===== src/hw/plc_pkg.sv =====
// Purpose: shared constants and types of the programmable logic cell
// Assumes: 32-bit Avalon-MM register window, byte addressed
// Notes: each register has plain, clear, set and invert aliases
package plc_pkg;
  // register window: bits [5:4] pick the register, [3:2] the alias
  localparam int ADDR_W = 6;
  localparam logic [1:0] REG_CTRL = 2'h0;
  localparam logic [1:0] REG_SEL = 2'h1;
  localparam logic [1:0] REG_GATE = 2'h2;
  localparam logic [5:0] OFF_CTRL = 6'h00;
  localparam logic [5:0] OFF_SEL = 6'h10;
  localparam logic [5:0] OFF_GATE = 6'h20;
  localparam logic [1:0] ALIAS_PLAIN = 2'h0;
  localparam logic [1:0] ALIAS_CLR = 2'h1;
  localparam logic [1:0] ALIAS_SET = 2'h2;
  localparam logic [1:0] ALIAS_INV = 2'h3;

  // reset values
  localparam logic [31:0] RST_CTRL = 32'h0000_0000;
  localparam logic [31:0] RST_SEL = 32'h0000_0000;
  localparam logic [31:0] RST_GATE = 32'h0000_0000;

  // control register fields
  localparam int CTRL_MODE_LSB = 0;
  localparam int CTRL_OUT_INV = 5;
  localparam int CTRL_STATUS = 6;
  localparam int CTRL_PIN_EN = 7;
  localparam int CTRL_FALL_IRQ = 10;
  localparam int CTRL_RISE_IRQ = 11;
  localparam int CTRL_ENABLE = 15;
  localparam int CTRL_GINV_LSB = 16;
  localparam logic [31:0] CTRL_WMASK = 32'h000f_8ca7;

  // input select: source n at bits 4n+2..4n
  localparam int SEL_STRIDE = 4;
  localparam logic [31:0] SEL_WMASK = 32'h0000_7777;

  // gate enable: gate g in byte g, inverted at 2d, true at 2d+1
  localparam int GATE_STRIDE = 8;
  localparam logic [31:0] GATE_WMASK = 32'hffff_ffff;

  typedef enum logic [2:0] {
    PLC_AND_OR,
    PLC_OR_XOR,
    PLC_AND4,
    PLC_SR_LATCH,
    PLC_DFF_SR,
    PLC_DFF2_R,
    PLC_JK_R,
    PLC_LATCH_SR
  } plc_mode_type;
endpackage


===== src/hw/plc_gate_array.sv =====
// Purpose: four source multiplexers and four OR input gates
// Assumes: pool signals are on the same clock as the cell
// Notes: purely combinational
`timescale 1ns/10ps
module plc_gate_array #(
  parameter logic [159:0] SRC_MAP = {
    5'h1f, 5'h1e, 5'h1d, 5'h1c, 5'h1b, 5'h1a, 5'h19, 5'h18,
    5'h17, 5'h16, 5'h15, 5'h14, 5'h13, 5'h12, 5'h11, 5'h10,
    5'h0f, 5'h0e, 5'h0d, 5'h0c, 5'h0b, 5'h0a, 5'h09, 5'h08,
    5'h07, 5'h06, 5'h05, 5'h04, 5'h03, 5'h02, 5'h01, 5'h00}
) (
  input wire logic [31:0] src_pool,
  input wire logic [31:0] sel_reg,
  input wire logic [31:0] gate_reg,
  input wire logic [3:0] gate_invert,
  output logic [3:0] gates
);
  logic [3:0] data_true;
  logic [7:0] cand;

  // one multiplexer per data input, eight sources each
  for (genvar p = 0; p < 4; p++) begin : g_mux
    logic [2:0] sel;
    logic [4:0] idx;
    assign sel = sel_reg[p*plc_pkg::SEL_STRIDE +: 3];
    assign idx = SRC_MAP[(p*8 + sel)*5 +: 5];
    assign data_true[p] = src_pool[idx];
    assign cand[2*p] = ~data_true[p];
    assign cand[2*p+1] = data_true[p];
  end

  // each gate ors its enabled candidates, then optional inversion
  for (genvar g = 0; g < 4; g++) begin : g_gate
    logic [7:0] en;
    assign en = gate_reg[g*plc_pkg::GATE_STRIDE +: 8];
    assign gates[g] = (|(cand & en)) ^ gate_invert[g];
  end
endmodule


===== src/hw/plc_logic_fn.sv =====
// Purpose: the selectable logic function of the cell
// Assumes: gate signals are sampled on clk; flip-flop clock is gate 1
// Notes: storing modes show their state one cycle after the cause
`timescale 1ns/10ps
module plc_logic_fn (
  input wire logic clk,
  input wire logic sys_rst,
  input wire logic enable,
  input wire plc_pkg::plc_mode_type mode,
  input wire logic [3:0] gates,
  output logic fn_out
);
  logic q_ff;
  logic g1_prev_ff;
  logic nxt_q;
  logic g1_rise;

  assign g1_rise = gates[0] & ~g1_prev_ff;

  // previous gate 1 for clock edge detection
  always_ff @(posedge clk or posedge sys_rst) begin
    if (sys_rst) begin
      g1_prev_ff <= 1'b0;
    end else begin
      g1_prev_ff <= enable & gates[0];
    end
  end

  // next stored state per mode; reset wins over set
  always_comb begin
    nxt_q = q_ff;
    case (mode)
      plc_pkg::PLC_SR_LATCH: begin
        if (gates[2] | gates[3]) nxt_q = 1'b0;
        else if (gates[0] | gates[1]) nxt_q = 1'b1;
      end
      plc_pkg::PLC_DFF_SR: begin
        if (gates[2]) nxt_q = 1'b0;
        else if (gates[3]) nxt_q = 1'b1;
        else if (g1_rise) nxt_q = gates[1];
      end
      plc_pkg::PLC_DFF2_R: begin
        if (gates[2]) nxt_q = 1'b0;
        else if (g1_rise) nxt_q = gates[1] & gates[3];
      end
      plc_pkg::PLC_JK_R: begin
        if (gates[2]) nxt_q = 1'b0;
        else if (g1_rise) nxt_q = (gates[1] & ~q_ff) | (~gates[3] & q_ff);
      end
      plc_pkg::PLC_LATCH_SR: begin
        if (gates[2]) nxt_q = 1'b0;
        else if (gates[3]) nxt_q = 1'b1;
        else if (gates[0]) nxt_q = gates[1];
      end
      default: nxt_q = 1'b0;
    endcase
  end

  // stored state, cleared while disabled
  always_ff @(posedge clk or posedge sys_rst) begin
    if (sys_rst) begin
      q_ff <= 1'b0;
    end else begin
      q_ff <= enable & nxt_q;
    end
  end

  // combinational modes answer at once, storing modes from state
  always_comb begin
    case (mode)
      plc_pkg::PLC_AND_OR: fn_out = (gates[0] & gates[1]) |
                                    (gates[2] & gates[3]);
      plc_pkg::PLC_OR_XOR: fn_out = (gates[0] | gates[1]) ^
                                    (gates[2] | gates[3]);
      plc_pkg::PLC_AND4: fn_out = &gates;
      default: fn_out = q_ff;
    endcase
  end
endmodule


===== src/hw/plc_top.sv =====
// Purpose: programmable logic cell with Avalon-MM register access
// Assumes: one 50 MHz clock; pool signals on that clock
// Notes: answers every access after exactly one wait cycle
//
// Implementation choices: the register addresses and the Avalon-MM register port.
`timescale 1ns/10ps
// Overview of operation
// - four input gates feed the selected logic function
// - four multiplexers draw from a pool of 32 signals
// - each multiplexer picks one of eight by a three-bit field
// - input select register sets one source per multiplexer
// - each multiplexer offers its signal and its inverse
// - each gate ors the enabled true and inverted candidates
// - gate enable register: true and inverted bit per input, byte per gate
// - control holds module enable and rise and fall interrupt enables
// - control holds pin drive enable and final output inversion
// - three-bit function field selects the logic function
// - four bits invert each gate output separately
// - output goes to peripherals, pin, and a read-only status bit
// - cell evaluates continuously in hardware once enabled
// - all three registers reset to zero
// - disabled cell drives zero on its outputs, except one fall event pulse when a high output is disabled
// - function codes: and-or, or-xor, and4, sr, dff, dff2, jk, latch
// - interrupt event on rising or falling output edge when enabled
// - set gate inversion bit inverts that gate, clear passes it
module plc_top #(
  parameter logic [159:0] SRC_MAP = {
    5'h1f, 5'h1e, 5'h1d, 5'h1c, 5'h1b, 5'h1a, 5'h19, 5'h18,
    5'h17, 5'h16, 5'h15, 5'h14, 5'h13, 5'h12, 5'h11, 5'h10,
    5'h0f, 5'h0e, 5'h0d, 5'h0c, 5'h0b, 5'h0a, 5'h09, 5'h08,
    5'h07, 5'h06, 5'h05, 5'h04, 5'h03, 5'h02, 5'h01, 5'h00}
) (
  input wire logic clk,
  input wire logic sys_rst,
  input wire logic [5:0] avs_address,
  input wire logic avs_read,
  input wire logic avs_write,
  input wire logic [31:0] avs_writedata,
  input wire logic [3:0] avs_byteenable,
  output logic [31:0] avs_readdata,
  output logic avs_waitrequest,
  input wire logic [31:0] src_pool,
  output logic cell_out,
  output logic pin_out,
  output logic pin_oe,
  output logic rise_event,
  output logic fall_event
);
  logic [31:0] ctrl_ff;
  logic [31:0] sel_ff;
  logic [31:0] gate_ff;
  logic [31:0] nxt_ctrl;
  logic [31:0] nxt_sel;
  logic [31:0] nxt_gate;
  logic [31:0] readdata_ff;
  logic [31:0] rd_word;
  logic ack_ff;
  logic req;
  logic wr_go;
  logic [1:0] reg_idx;
  logic [1:0] alias_op;
  logic [31:0] be_mask;
  logic [3:0] gates;
  logic fn_out;
  logic final_out;
  logic cell_out_ff;
  logic rise_ff;
  logic fall_ff;
  logic enable;
  logic out_inv;
  plc_pkg::plc_mode_type mode;

  // field views of the control register
  assign enable = ctrl_ff[plc_pkg::CTRL_ENABLE];
  assign out_inv = ctrl_ff[plc_pkg::CTRL_OUT_INV];
  assign mode = plc_pkg::plc_mode_type'(
    ctrl_ff[plc_pkg::CTRL_MODE_LSB +: 3]);

  // ---- bus slave ----
  // decode of register and alias
  assign req = avs_read | avs_write;
  assign reg_idx = avs_address[5:4];
  assign alias_op = avs_address[3:2];
  assign be_mask = {{8{avs_byteenable[3]}}, {8{avs_byteenable[2]}},
                    {8{avs_byteenable[1]}}, {8{avs_byteenable[0]}}};

  // one wait cycle for every access
  assign avs_waitrequest = req & ~ack_ff;
  assign wr_go = avs_write & ack_ff;
  assign avs_readdata = readdata_ff;

  always_ff @(posedge clk or posedge sys_rst) begin
    if (sys_rst) begin
      ack_ff <= 1'b0;
    end else begin
      ack_ff <= req & ~ack_ff;
    end
  end

  // new register value from alias operation and lane mask
  function automatic logic [31:0] apply_wr(
    input logic [31:0] old,
    input logic [31:0] wd,
    input logic [31:0] lanes,
    input logic [1:0] op,
    input logic [31:0] wmask
  );
    logic [31:0] m;
    m = lanes & wmask;
    case (op)
      plc_pkg::ALIAS_CLR: apply_wr = old & ~(wd & m);
      plc_pkg::ALIAS_SET: apply_wr = old | (wd & m);
      plc_pkg::ALIAS_INV: apply_wr = old ^ (wd & m);
      default: apply_wr = (old & ~m) | (wd & m);
    endcase
  endfunction

  // next register values; unmapped index ignores writes
  always_comb begin
    nxt_ctrl = ctrl_ff;
    nxt_sel = sel_ff;
    nxt_gate = gate_ff;
    if (wr_go) begin
      case (reg_idx)
        plc_pkg::REG_CTRL: nxt_ctrl = apply_wr(ctrl_ff, avs_writedata,
          be_mask, alias_op, plc_pkg::CTRL_WMASK);
        plc_pkg::REG_SEL: nxt_sel = apply_wr(sel_ff, avs_writedata,
          be_mask, alias_op, plc_pkg::SEL_WMASK);
        plc_pkg::REG_GATE: nxt_gate = apply_wr(gate_ff, avs_writedata,
          be_mask, alias_op, plc_pkg::GATE_WMASK);
        default: nxt_ctrl = ctrl_ff;
      endcase
    end
  end

  // control register
  always_ff @(posedge clk or posedge sys_rst) begin
    if (sys_rst) begin
      ctrl_ff <= plc_pkg::RST_CTRL;
    end else begin
      ctrl_ff <= nxt_ctrl;
    end
  end

  // input select register
  always_ff @(posedge clk or posedge sys_rst) begin
    if (sys_rst) begin
      sel_ff <= plc_pkg::RST_SEL;
    end else begin
      sel_ff <= nxt_sel;
    end
  end

  // gate enable register
  always_ff @(posedge clk or posedge sys_rst) begin
    if (sys_rst) begin
      gate_ff <= plc_pkg::RST_GATE;
    end else begin
      gate_ff <= nxt_gate;
    end
  end

  // read mux; status bit shows the live cell output
  always_comb begin
    case (reg_idx)
      plc_pkg::REG_CTRL: begin
        rd_word = ctrl_ff;
        rd_word[plc_pkg::CTRL_STATUS] = cell_out_ff;
      end
      plc_pkg::REG_SEL: rd_word = sel_ff;
      plc_pkg::REG_GATE: rd_word = gate_ff;
      default: rd_word = 32'h0000_0000;
    endcase
  end

  // read data captured in the wait cycle, held for the answer
  always_ff @(posedge clk or posedge sys_rst) begin
    if (sys_rst) begin
      readdata_ff <= 32'h0000_0000;
    end else if (avs_read & ~ack_ff) begin
      readdata_ff <= rd_word;
    end
  end

  // ---- cell datapath ----
  // multiplexers and input gates
  plc_gate_array #(
    .SRC_MAP(SRC_MAP)
  ) u_gates (
    .src_pool(src_pool),
    .sel_reg(sel_ff),
    .gate_reg(gate_ff),
    .gate_invert(ctrl_ff[plc_pkg::CTRL_GINV_LSB +: 4]),
    .gates(gates)
  );

  // selected logic function
  plc_logic_fn u_fn (
    .clk(clk),
    .sys_rst(sys_rst),
    .enable(enable),
    .mode(mode),
    .gates(gates),
    .fn_out(fn_out)
  );

  // final polarity, forced low while disabled
  assign final_out = enable & (fn_out ^ out_inv);

  // sampled cell output, evaluated every clock
  always_ff @(posedge clk or posedge sys_rst) begin
    if (sys_rst) begin
      cell_out_ff <= 1'b0;
    end else begin
      cell_out_ff <= final_out;
    end
  end

  // edge events from current against previous sample
  always_ff @(posedge clk or posedge sys_rst) begin
    if (sys_rst) begin
      rise_ff <= 1'b0;
      fall_ff <= 1'b0;
    end else begin
      rise_ff <= ctrl_ff[plc_pkg::CTRL_RISE_IRQ] &
                 final_out & ~cell_out_ff;
      fall_ff <= ctrl_ff[plc_pkg::CTRL_FALL_IRQ] &
                 ~final_out & cell_out_ff;
    end
  end

  // outputs to peripherals, pin and interrupt controller
  assign cell_out = cell_out_ff;
  assign pin_out = cell_out_ff;
  assign pin_oe = enable & ctrl_ff[plc_pkg::CTRL_PIN_EN];
  assign rise_event = rise_ff;
  assign fall_event = fall_ff;
endmodule


===== config.mk =====
export PLATFORM = sky130hd
export DESIGN_NAME = plc_top
export DESIGN_NICKNAME = d
export VERILOG_FILES = /design/src/hw/plc_pkg.sv /design/src/hw/plc_gate_array.sv /design/src/hw/plc_logic_fn.sv /design/src/hw/plc_top.sv
export SDC_FILE = /design/constraint.sdc
export NUM_CORES = 1
export LEC_CHECK = 0
export BUFFER_PORTS_ARGS = -buffer_cell sky130_fd_sc_hd__buf_4
export CORE_UTILIZATION = 45
export CTS_CLUSTER_DIAMETER = 200
export DETAILED_ROUTE_END_ITERATION = 16
export PLACE_DENSITY_LB_ADDON = 0.1
export SYNTH_ARGS = -nofsm -noshare
export SYNTH_HDL_FRONTEND = slang
export SYNTH_SLANG_ARGS = --single-unit

===== constraint.sdc =====
create_clock -name clk -period 12.1 [get_ports clk]
set_input_delay 2.42 -clock clk [delete_from_list [all_inputs] [get_ports clk]]
set_output_delay 2.42 -clock clk [all_outputs]
set_load 0.1 [all_outputs]

# == Word level (Yosys, flattened, before mapping) ==
# Cells that the tools add are included.
# classes
add_sub_neg,3
n_mul,4
magnitude_cmp,4
n_eq_ne,12
n_shift,4
n_mux,26
n_bitwise,66
reduce_logical,10
# ops
cell,count
160-bit by 33-bit indexed part select with 5-bit output (first input constant),4
32-bit case mux with 3 select lines,4
32-bit bitwise AND,7
32-bit bitwise OR,6
32-bit inverter,4
32-bit by 3-bit multiplier with 32-bit output (second input constant),3
32-bit bitwise XOR,3
32-bit by 15-bit bitwise AND with 32-bit output,1
32-bit by 20-bit bitwise AND with 32-bit output,1
8-bit bitwise AND,4
15-bit inverter with 32-bit output,1
20-bit inverter with 32-bit output,1
8-bit OR reduction,4
5-bit by 6-bit less-than comparator with 1-bit output (second input constant),4
1-bit binary-select mux with 5-bit select,4
1-bit bitwise AND,17
1-bit two-way mux,16
5-bit by 3-bit adder with 6-bit output (first input constant),2
3-bit == test (second input constant),4
1-bit inverter,10
2-bit == test (second input constant),3
3-bit by 2-bit == test with 1-bit output (second input constant),2
3-bit by 3-bit multiplier with 6-bit output (second input constant),1
2-bit AND reduction,3
other kinds (10),20
# word_totals
register_bits,134
inputBits,78
out_inout_bits,38
elab_cells,139

# == Depth between registers and ports, before layout ==
# Gate-level depths: netlist of run 1.
# depth
ltp_word,17
ltp_mapped,23
ltp_nobuf,20

# == Modules after synthesis ==
# A second synthesis of run 1 with hierarchy kept.
# hier_totals
hier_cells,712
hier_area_um2,6357.3
# by_module_without_submodules
mod,instances,cells_each,area_per_inst_um2,seq_area_each_um2
plc_top,1,630,5597.9,2302.2
plc_gate_array,1,48,490.5,0.0
plc_logic_fn,1,34,269.0,50.0

# == Least setup slack after synthesis of run 1 ==
# Ideal clock, no wire load.
# synth_timing
kind,input to output
startpoint,in avs_read
endpoint,out avs_waitrequest
t_arrival_ns,3.732
required_time_ns,9.680
setup_slack_ns,5.948
path_stages,2
n_path_buf,0
path_cell_list,nor2_1 -> nor2_1
# synth_between
elab_chain_cells,2
# synth_rtl
item,line_no,text
start: declaration,plc_top.sv:36,"input wire logic avs_read,"
1-bit bitwise OR,plc_top.sv:81,assign req = avs_read | avs_write;
1-bit bitwise AND,plc_top.sv:88,assign avs_waitrequest = req & ~ack_ff;
end: declaration,plc_top.sv:41,"output logic avs_waitrequest,"
# Every way passes these cells.

# == Worst setup path in the final report of run 1 ==
# layout_timing
startpoint,reg sel_ff[14]
endpoint,reg fall_ff (netlist: fall_event)
# layout_between
elab_chain_cells,17
elab_cells_between_ends,31
classes_between,add/sub (1); mul (1); shift (1); mux (3); bitwise (20); reduce/logical (5)
# layout_rtl
item,line_no,text
start: declaration,plc_top.sv:50,logic [31:0] sel_ff;
start signal: assignment,plc_top.sv:148,sel_ff <= plc_pkg::RST_SEL;
start signal: assignment,plc_top.sv:150,sel_ff <= nxt_sel;
5-bit by 3-bit adder with 6-bit output (*),plc_gate_array.sv:26,assign idx = SRC_MAP[(p*8 + sel)*5 +: 5];
32-bit by 3-bit multiplier with 32-bit output (*),plc_gate_array.sv:26,
160-bit by 33-bit indexed part select with 5-bit output (*),plc_gate_array.sv:26,
1-bit binary-select mux with 5-bit select (*),plc_gate_array.sv:27,assign data_true[p] = src_pool[idx];
1-bit two-way mux (implied by the code) (*),plc_gate_array.sv:27,
1-bit inverter,plc_gate_array.sv:28,assign cand[2*p] = ~data_true[p];
8-bit bitwise AND,plc_gate_array.sv:36,assign gates[g] = (|(cand & en)) ^ gate_invert[g];
8-bit OR reduction,plc_gate_array.sv:36,
1-bit bitwise XOR,plc_gate_array.sv:36,
"1-bit bitwise OR, or another cell as far along",plc_logic_fn.sv:73,plc_pkg::PLC_OR_XOR: fn_out = (gates[0] | gates[1]) ^
1-bit bitwise XOR or 1-bit bitwise OR (tied branches),"plc_logic_fn.sv:73, plc_logic_fn.sv:71",
1-bit case mux with 3 select lines (*),plc_logic_fn.sv:70,case (mode)
1-bit bitwise XOR (*),plc_top.sv:208,assign final_out = enable & (fn_out ^ out_inv);
1-bit bitwise AND (*),plc_top.sv:208,
1-bit inverter (*),plc_top.sv:228,~final_out & cell_out_ff;
1-bit bitwise AND (*),plc_top.sv:227,fall_ff <= ctrl_ff[plc_pkg::CTRL_FALL_IRQ] &
1-bit bitwise AND (*),plc_top.sv:228,
end signal: assignment,plc_top.sv:227,
end: declaration,plc_top.sv:68,logic fall_ff;
# Every way passes the cells marked *; elsewhere a longest branch is shown, timed or not. The select of a mux whose other input is x is not followed.
# A chain may end at the register's enable or synchronous reset.

==> impl_metrics.json, run 1 <==
{
  "status": "completed",
  "cts_max_level": 3,
  "num_antenna_cells": 0,
  "clockRootBuffer": "clkbuf_16",
  "dr.first_iter.drc_count": 769,
  "synth_compound_area_share_pct": 28.5,
  "layout_worst_path_cycle_share_pct": 60.2,
  "yosys.area.top_type": "dfrtp_1",
  "gp_congestion": 0.935,
  "start_util_pct": 45.8,
  "clock_latency_ns": 0.35,
  "track_usage_pct": 26.1,
  "cts_buffer_depth": 2,
  "grt_max_degree": 96,
  "cts.clk_slew.worst_paths_ns": 0.07,
  "coreArea_um2": 21800,
  "antenna_found_initial": 0,
  "grt_pass1_vias": 8681,
  "grt_pass1_wl_um": 46700,
  "cp-start-kind": "register",
  "final_area_um2": 11100,
  "drc": 0,
  "yosysWarnings": 0,
  "cts_buffers": 9,
  "wl_um": 29900,
  "synth-edff-count": 0,
  "final_hold_viol_count": 0,
  "drive_gt1_share_pct": 14.9,
  "hold_depth": 2,
  "async_flop_share_pct": 100,
  "ys.flop_type": "dfrtp_1",
  "relSlewSlack_pct": 31.7,
  "cts_tree": "done",
  "maxSlewViolCount": 0,
  "critical_path_class": "reg2reg",
  "ff2ff_path_depth": 19,
  "synthDistinctLibCells": 89,
  "power.density_nw_per_um2": 281,
  "setup_viol": 0,
  "rsz0062_at_grt": "no",
  "synth_area_um2": 9990,
  "synth_area_leaders": "dfrtp_1 (24%), ha_1 (11%), nand2_1 (6.8%), o21ai_0 (6.3%), mux2i_1 (5.9%)",
  "syn_area_per_cell_um2": 7.99,
  "fin_worst_skew_ns": 0.0101,
  "yosys.area_share.xor_xnor_pct": 0.789,
  "worstHoldPathType": "reg2reg",
  "cp.arrival_ns": 7.52,
  "cap_violations": 0,
  "io_pins": 116,
  "portBuffers": 113,
  "synth_adder_area_share_pct": 11.7,
  "place_hpwl_um": 21000,
  "cts_sinks": 94,
  "yosys.area_share.simple_pct": 19.2,
  "worst_pin_slew_ns": 1.02,
  "syn_to_final_growth_pct": 11.5,
  "synth_fp_nets": 1420,
  "yosysSeqAreaShare_pct": 23.6,
  "cp.required_ns": 12.34,
  "netlist.area_leader.share_pct": 23.6,
  "grt_overflow_total": 0,
  "ys_ff_latch": 94,
  "die_w_um": 151,
  "antenna_violating_nets_post_route": 0,
  "die-area_um2": 22800,
  "die_y_um": 151,
  "endpoint_kind": "register",
  "tns_ns": 0,
  "synth_top_family_by_area": "compound AO/OA/AOI/OAI gates",
  "viasPerCell": 6.09,
  "netlist_instances": 1250,
  "finalCriticalPeriod_ns": 7.29,
  "max_freq_ghz": 0.137,
  "fin_nets": 1458,
  "post-cts-setup-buffers": 0,
  "fill_cells": 2112,
  "postCtsResizedCells": 0,
  "vdd_drop_max_mv": 0.108,
  "wl_per_cell_um": 19.0,
  "postPlaceCellArea_um2": 10800,
  "synth.mux.area_fraction_pct": 10.8,
  "holdBufCountCts": 0,
  "routed-via-count": 9578,
  "dr.pass1.iters": 5,
  "rows": 54,
  "p_leak_nw": 4.99,
  "cp_max_fo": 22
}
[sequential cells by signal (all words and copies together), names as in the netlist]
| register | flops |
|---|---|
| ack_ff | 1 |
| avs_readdata | 32 |
| cell_out | 1 |
| ctrl_ff | 12 |
| fall_event | 1 |
| gate_ff | 32 |
| rise_event | 1 |
| sel_ff | 12 |
| u_fn.g1_prev_ff | 1 |
| u_fn.q_ff | 1 |
[layer usage]
layer / track usage, % / vias to the layer above / wire length (um)
met5: 0 / - / 0
met4: 8.70 / 0 / 650
met3: 2.47 / 50 / 1720
met2: 41.3 / 326 / 13800
met1: 37.0 / 4517 / 13700
li1: - / 4685 / -
[Yosys cell counts, drive strengths merged (23+ instances only)]
| cell type | n |
|---|---|
| nor2b | 23 |
| nor2 | 89 |
| nand2 | 183 |
| buf | 35 |
| clkbuf | 64 |
| a21o | 24 |
| mux2i | 59 |
| ha | 90 |
| a211oi | 33 |
| dfrtp | 94 |
| o21ai | 132 |
| a21oi | 103 |
| inv | 26 |
[power by group]
part	switching, mW	internal (mW)	total [mW]
clock	0.132	0.161	0.293
sequential	0.131	0.397	0.528
combinational	1.40	0.904	2.31
total	1.67	1.46	3.13
[placed cells by master (no fill, tap or decap), types with 21 or more instances in the layout]
master / Yosys / routed
nor2_1: 89 / 89
dfrtp_1: 94 / 94
nor2b_1: 23 / 23
buf_4: 5 / 126
a21o_1: 24 / 24
a21oi_1: 102 / 102
a22o_1: 21 / 21
inv_1: 25 / 24
mux2i_1: 59 / 59
ha_1: 90 / 90
o21ai_0: 126 / 126
o211ai_1: 21 / 21
nand2_1: 182 / 182
a211oi_1: 31 / 31
[final timing paths]
path | start | end | slack [ns]
max | sel_ff[14] | fall_event | 4.81
min | avs_readdata[5] | avs_readdata[5] | 0.48
max reg2reg | sel_ff[14] | fall_event | 4.81
min reg2reg | avs_readdata[5] | avs_readdata[5] | 0.48
max in group asynchronous | sys_rst | u_fn.g1_prev_ff | 8.82
min in group asynchronous | sys_rst | avs_readdata[27] | 2.13
[worst max-delay path, cell delays in order, from the launching register on]
cell and delay (ns):
dfrtp_1 0.78, ha_1 0.27, ha_1 0.18, inv_1 0.06, fa_1 0.37, ha_1 0.76, nor3_1 0.10, or4_1 0.53
a31oi_2 0.62, mux4_1 0.65, a31oi_1 0.22, nand2_2 0.09, o22ai_4 0.37, mux2_4 0.35, or4_4 0.43, and2_4 0.19
a211o_1 0.26, and4_4 0.18, or4b_4 0.53, and4_1 0.22
[cell type report]
cell class	instances	area [um2]	area share (%)
Clock inverter	6	72.6	0.652
Multi-Input combinational cell	1031	7080	63.6
Inverter	26	100	0.899
Clock buffer	9	225	2.02
Timing Repair Buffer	126	946	8.50
Sequential cell	94	2350	21.1
Tap cell	280	350	3.15
[stage by stage]
step / hold slack [ns] / power (mW) / setup slack, ns / utilization [%] / instances
after floorplan: 0.490 / 2.33 / 5.95 / - / 1250
after global placement: 0.470 / 2.79 / 4.87 / 49.6 / 1557
after detailed placement: 0.473 / 2.81 / 4.85 / 49.6 / 1557
after CTS: 0.488 / 3.11 / 4.81 / 51.0 / 1572
after global routing: 0.517 / 3.36 / 4.39 / 51.0 / 1572
final: 0.478 / 3.13 / 4.81 / 51.0 / 1572
[cell families after synthesis]
group	Yosys count
and+or+nand+nor	410
AOI/OAI and AO/OA	432
buffers and inverters	125
adders and majority gates	92
xor gates and xnor gates	9
DFF	94
muxes	88
Note: power is estimated with default switching activity, not from simulation.
==> inputs of run 2 (changes only) <==
ABC_AREA = 1   (was default)
clock period = 6.6 ns   (was 12.1 ns; I/O delays follow)
==> run 2 against run 1 <==
  * Register-to-register slack got worse by 3.5 ns
  * Die area shrank 1.8%
  * Global-route usage up 4.0 points
  * Setup slack worse by 3.5 ns
  * Clock-buffer cell count up 1
  * Total power up 99%
  * Flip-flop and latch count is the same
  * Synthesized cell count up 19%
  * Critical path type unchanged
==> impl_metrics.json, run 2 <==
{
  "status": "completed",
  "async_flop_share_pct": 100,
  "antenna_violating_nets_post_route": 0,
  "grt_pass1_wl_um": 52900,
  "rsz0062_at_grt": "no",
  "cts.clk_slew.worst_paths_ns": 0.07,
  "cts_max_level": 3,
  "worstHoldPathType": "reg2reg",
  "vdd_drop_max_mv": 0.197,
  "cts_tree": "done",
  "swShare_pct": 60.6,
  "io_pins": 116,
  "cp_common_cell": "nand2_1",
  "ys_ff_latch": 94,
  "wl_per_cell_um": 17.9,
  "postCtsResizedCells": 0,
  "cp_max_fo": 17,
  "cts_sinks": 94,
  "endpoint_kind": "register",
  "comb_power_share_pct": 76.1,
  "finalCriticalPeriod_ns": 5.31,
  "portBuffers": 113,
  "coreArea_um2": 21200,
  "rows": 53,
  "yosysMostFrequentCell": "nand2_1",
  "synth_area_um2": 9800,
  "pwr-share-seq_pct": 15.1,
  "maxSlewViolCount": 0,
  "max_freq_ghz": 0.188,
  "internal-power_mw": 2.45,
  "synthDistinctLibCells": 44,
  "critical_path_class": "reg2reg",
  "drive_gt1_share_pct": 13.7,
  "die-area_um2": 22400,
  "netlist_instances": 1484,
  "yosysSeqAreaShare_pct": 24.0,
  "routed-via-count": 10700,
  "holdBufCountCts": 0,
  "cts_buffers": 9,
  "worst_pin_slew_ns": 1.11,
  "gp_congestion": 0.927,
  "cp.arrival_ns": 5.56,
  "syn_to_final_growth_pct": 12.6,
  "cp-start-kind": "register",
  "final_area_um2": 11000,
  "syn_area_per_cell_um2": 6.60,
  "p_leak_nw": 5.44,
  "wl_um": 32800,
  "clockRootBuffer": "clkbuf_16",
  "setup_viol": 0,
  "synth_area_leaders": "dfrtp_1 (24%), nand2_1 (13%), nand3_1 (12%), ha_1 (11%), o21ai_0 (6.8%)",
  "final_cell_mix": "nand2_1 (346), nand3_1 (240), inv_1 (146)",
  "yosys.area.top_type": "dfrtp_1",
  "tns_ns": 0,
  "slowest_stage": "dfrtp_1",
  "antenna_found_initial": 0,
  "slowest_delay_ns": 0.63,
  "fin_worst_skew_ns": 0.00893,
  "dr.first_iter.drc_count": 946,
  "viasPerCell": 5.86,
  "synth-edff-count": 0,
  "dr.pass1.iters": 5,
  "netlist.area_leader.share_pct": 24.0,
  "track_usage_pct": 30.1,
  "ys.flop_type": "dfrtp_1",
  "postPlaceCellArea_um2": 10700,
  "cts_buffer_depth": 2,
  "start_util_pct": 46.3,
  "grt_max_degree": 54,
  "power.density_nw_per_um2": 563,
  "clkPwrFrac_pct": 8.8,
  "post-cts-setup-buffers": 0,
  "die_w_um": 150,
  "cp.required_ns": 6.85,
  "yosysWarnings": 0,
  "synth_common_cells": "nand2_1 (346), nand3_1 (240), inv_1 (147), o21ai_0 (134), dfrtp_1 (94)",
  "place_hpwl_um": 24400,
  "drc": 0,
  "num_antenna_cells": 0,
  "p_switching_mw": 3.77,
  "relSlewSlack_pct": 25.7,
  "layout_commonest_cell": "nand2_1",
  "cap_violations": 0,
  "synth_fp_nets": 1654,
  "clock_latency_ns": 0.35,
  "layout_worst_path_cycle_share_pct": 80.4,
  "grt_overflow_total": 0,
  "final_hold_viol_count": 0,
  "grt_pass1_vias": 10000,
  "fin_nets": 1725,
  "die_y_um": 150
}
run 2: final cells by class:
cell class                      count  area, um2
Clock inverter                      6       70.1
Tap cell                          275        344
Fill cell                        2226      10100
Timing Repair Buffer              125        938
Multi-Input combinational cell   1161       6480
Clock buffer                       10        229
Inverter                          164        621
Sequential cell                    94       2350
run 2: final timing paths:
check / start / to / slack [ns] / depth (start not counted)
worst max-delay path: sel_ff[12] / fall_event / 1.29 / 30
worst min-delay path: ack_ff / ack_ff / 0.48 / 1
worst max register to register: sel_ff[12] / fall_event / 1.29 / 30
worst min register to register: ack_ff / ack_ff / 0.48 / 1
max in group asynchronous: sys_rst / sel_ff[2] / 4.45 / 3
min in group asynchronous: sys_rst / gate_ff[28] / 1.01 / 2
run 2: power by group through the flow:
stage	logic, mW	clock network [mW]	registers (mW)
final	4.73	0.546	0.942
after global placement	4.62	0	0.944
after CTS	4.66	0.553	0.938
after global routing	5.24	0.570	0.966
after floorplan	3.37	0	1.19
after detailed placement	4.65	0	0.949
run 2: critical path: cells and delay by family, from the launching register on:
kind | cells | cell delay (ns)
flops | 1 | 0.63
simple gates | 23 | 2.93
buf+inv | 3 | 0.33
fa+ha+maj | 4 | 1.31
run 2: cells by family (layout without fill, tap and decap cells):
group	Yosys count	count (layout)	share of synthesized area (%)
AOI/OAI and AO/OA	331	331	19.5
adders and majority gates	92	92	11.9
buffers and inverters	229	305	9.96
DFF	94	94	24.0
and+or+nand+nor	738	738	34.6
run 2: metal layers:
metal | up-vias | global-route usage, % | part of all wire, %
met2 | 452 | 48.8 | 47
met4 | 0 | 13.6 | 3.9
met5 | - | 0 | 0
met1 | 4991 | 40.1 | 43
met3 | 78 | 3.17 | 6.5
li1 | 5228 | - | -
run 2: per-stage QoR:
step | utilization, % | instances | power [mW] | setup slack (ns) | hold slack, ns
2_1_floorplan | - | 1484 | 4.56 | 2.52 | 0.523
3_3_place_gp | 50.7 | 1819 | 5.56 | 1.51 | 0.460
3_5_place_dp | 50.7 | 1819 | 5.60 | 1.43 | 0.472
4_1_cts | 52.2 | 1835 | 6.16 | 1.39 | 0.481
5_1_grt | 52.2 | 1835 | 6.78 | 0.919 | 0.519
6_report | 52.2 | 1835 | 6.22 | 1.29 | 0.484
==> inputs of run 3 (changes only) <==
clock period = 4.3 ns   (was 6.6 ns; I/O delays follow)
==> run 3 against run 2 <==
  * Non-clock buffer count up 70
  * First-iteration DRC count fell by 4.5%
  * Die area unchanged
  * Clock skew decreased by 0.0019 ns
  * Global-route usage grew 0.19 points
  * Sequential share of layout area shrank 1.8 points
  * Sequential power up 46%
  * Register-to-register slack worse by 1.1 ns
  * Fmax up 28%
  * Largest power group unchanged
  * Total power is 79% higher
==> impl_metrics.json, run 3 (same netlist as run 2, synthesis figures left out) <==
{
  "antenna_found_initial": 0,
  "ff2ff_path_depth": 32,
  "clkPwrFrac_pct": 7.3,
  "syn_to_final_growth_pct": 23.1,
  "hold_depth": 1,
  "status": "completed",
  "fin_worst_skew_ns": 0.00704,
  "finalCriticalPeriod_ns": 4.16,
  "die-area_um2": 22400,
  "die_w_um": 150,
  "pwr-share-seq_pct": 12.4,
  "clockRootBuffer": "clkbuf_16",
  "dr.first_iter.drc_count": 903,
  "io_pins": 116,
  "grt_overflow_total": 0,
  "hold_slack_ns": 0.470,
  "maxSlewViolCount": 0,
  "wl_per_cell_um": 18.0,
  "grt_pass1_vias": 10100,
  "cts_buffers": 9,
  "cp.required_ns": 4.55,
  "busiest_layer": "met2",
  "wl_um": 34300,
  "track_usage_pct": 30.3,
  "utilization_pct": 57.0,
  "layout_commonest_cell": "nand2_1",
  "swShare_pct": 57.7,
  "cp-start-kind": "register",
  "cts_sinks": 94,
  "routed-via-count": 11000,
  "clock_latency_ns": 0.36,
  "place_hpwl_um": 25500,
  "final_cell_mix": "nand2_1 (326), nand3_1 (211), buf_4 (185)",
  "dr.pass1.iters": 6,
  "comb_power_share_pct": 80.3,
  "slowest_stage": "fa_2",
  "cts_max_level": 3,
  "start_util_pct": 46.3,
  "use_met1_pct": 39.9,
  "cap_violations": 0,
  "layout_worst_path_cycle_share_pct": 96.6,
  "cp_max_fo": 8,
  "rsz0062_at_grt": "yes",
  "p_switching_mw": 6.42,
  "relSlewSlack_pct": 24.8,
  "endpoint_kind": "register",
  "r2r_end": "fall_event",
  "vdd_drop_max_mv": 0.378,
  "cts_tree": "done",
  "r2r-start": "sel_ff[14]",
  "internal-power_mw": 4.70,
  "final_hold_viol_count": 0,
  "worstHoldPathType": "reg2reg",
  "max_freq_ghz": 0.241,
  "viasPerCell": 5.77,
  "fin_nets": 1797,
  "cp_top_family": "simple AND/OR/NAND/NOR gates",
  "cts_buffer_depth": 2,
  "cp.arrival_ns": 4.41,
  "p_leak_nw": 5.89,
  "cts.clk_slew.worst_paths_ns": 0.07,
  "rows": 53,
  "power.density_nw_per_um2": 922,
  "antenna_violating_nets_post_route": 0,
  "die_y_um": 150,
  "critPathBufInv": 4,
  "portBuffers": 113,
  "whs_endpoint": "ack_ff",
  "cp_common_cell": "nand2_2",
  "met2_usage_pct": 49.2,
  "slowest_delay_ns": 0.68,
  "grt_max_degree": 34,
  "hold_start": "ack_ff",
  "setup_viol": 0,
  "gp_congestion": 0.962,
  "drive_gt1_share_pct": 22.5,
  "worst_pin_slew_ns": 1.13,
  "num_antenna_cells": 0,
  "critical_path_class": "reg2reg",
  "reg2reg_slack_ns": 0.14,
  "grt_pass1_wl_um": 53000,
  "drc": 0,
  "met3_usage_pct": 2.96,
  "coreArea_um2": 21200
}
run 3: changes by cell type in the layout (fill, tap and decap cells not counted), sizes merged:
cell / delta
nand2: +1
inv: +1
bufinv: -1
clkinv: -1
buf: +69
clkinvlp: +3
run 3: per-layer routing:
layer	up-vias	wire length, um
met1	5112	14600
met3	91	2220
met2	446	16100
li1	5354	-
met5	-	0
met4	0	1480
run 3: power by group through the flow:
stage	clock network, mW	registers [mW]	logic [mW]
CTS	0.821	1.37	7.84
global placement	0	1.38	7.81
global route	0.850	1.41	9.74
detailed placement	0	1.39	7.81
finish	0.815	1.38	8.93
floorplan	0	1.82	5.18
run 3: cell type report:
cell class	instances	area [um2]
timing repair buffer	195	1560
timing repair inverter	1	6.26
inverter	164	629
tap	275	344
sequential	94	2350
fill	2060	9090
clock buffer	9	225
multi-input combinational	1162	6880
clock inverter	7	66.3
run 3: worst max-delay path by stage:
stage / start / to / slack, ns / cells after the start
6_report: sel_ff[14] / fall_event / 0.14 / 32
3_3_place_gp: sel_ff[12] / fall_event / 0.11 / 32
5_1_grt: sel_ff[12] / fall_event / -0.1 / 28
4_1_cts: sel_ff[12] / fall_event / 0.04 / 32
3_5_place_dp: sel_ff[12] / fall_event / 0.05 / 32
2_1_floorplan: sel_ff[13] / fall_event / 0.22 / 32
run 3: timing repair:
item                                    in CTS  in global routing
hold buffers                                 0                  0
gates resized for setup                      0                107
endpoints found under the setup margin       0                  4
buffers inserted                             0                  7
run 3: through the flow:
step | area [um2] | setup WS [ns] | total power, mW | setup TNS (ns) | std cells
5_1_grt | 12100 | -0.0977 | 12.0 | -0.186 | 1907
6_report | 12100 | 0.145 | 11.1 | 0 | 1907
3_5_place_dp | 11200 | 0.0506 | 9.20 | 0 | 1881
2_1_floorplan | 9800 | 0.215 | 7.00 | 0 | 1484
4_1_cts | 11500 | 0.0435 | 10.0 | 0 | 1897
3_3_place_gp | 11200 | 0.107 | 9.19 | 0 | 1881
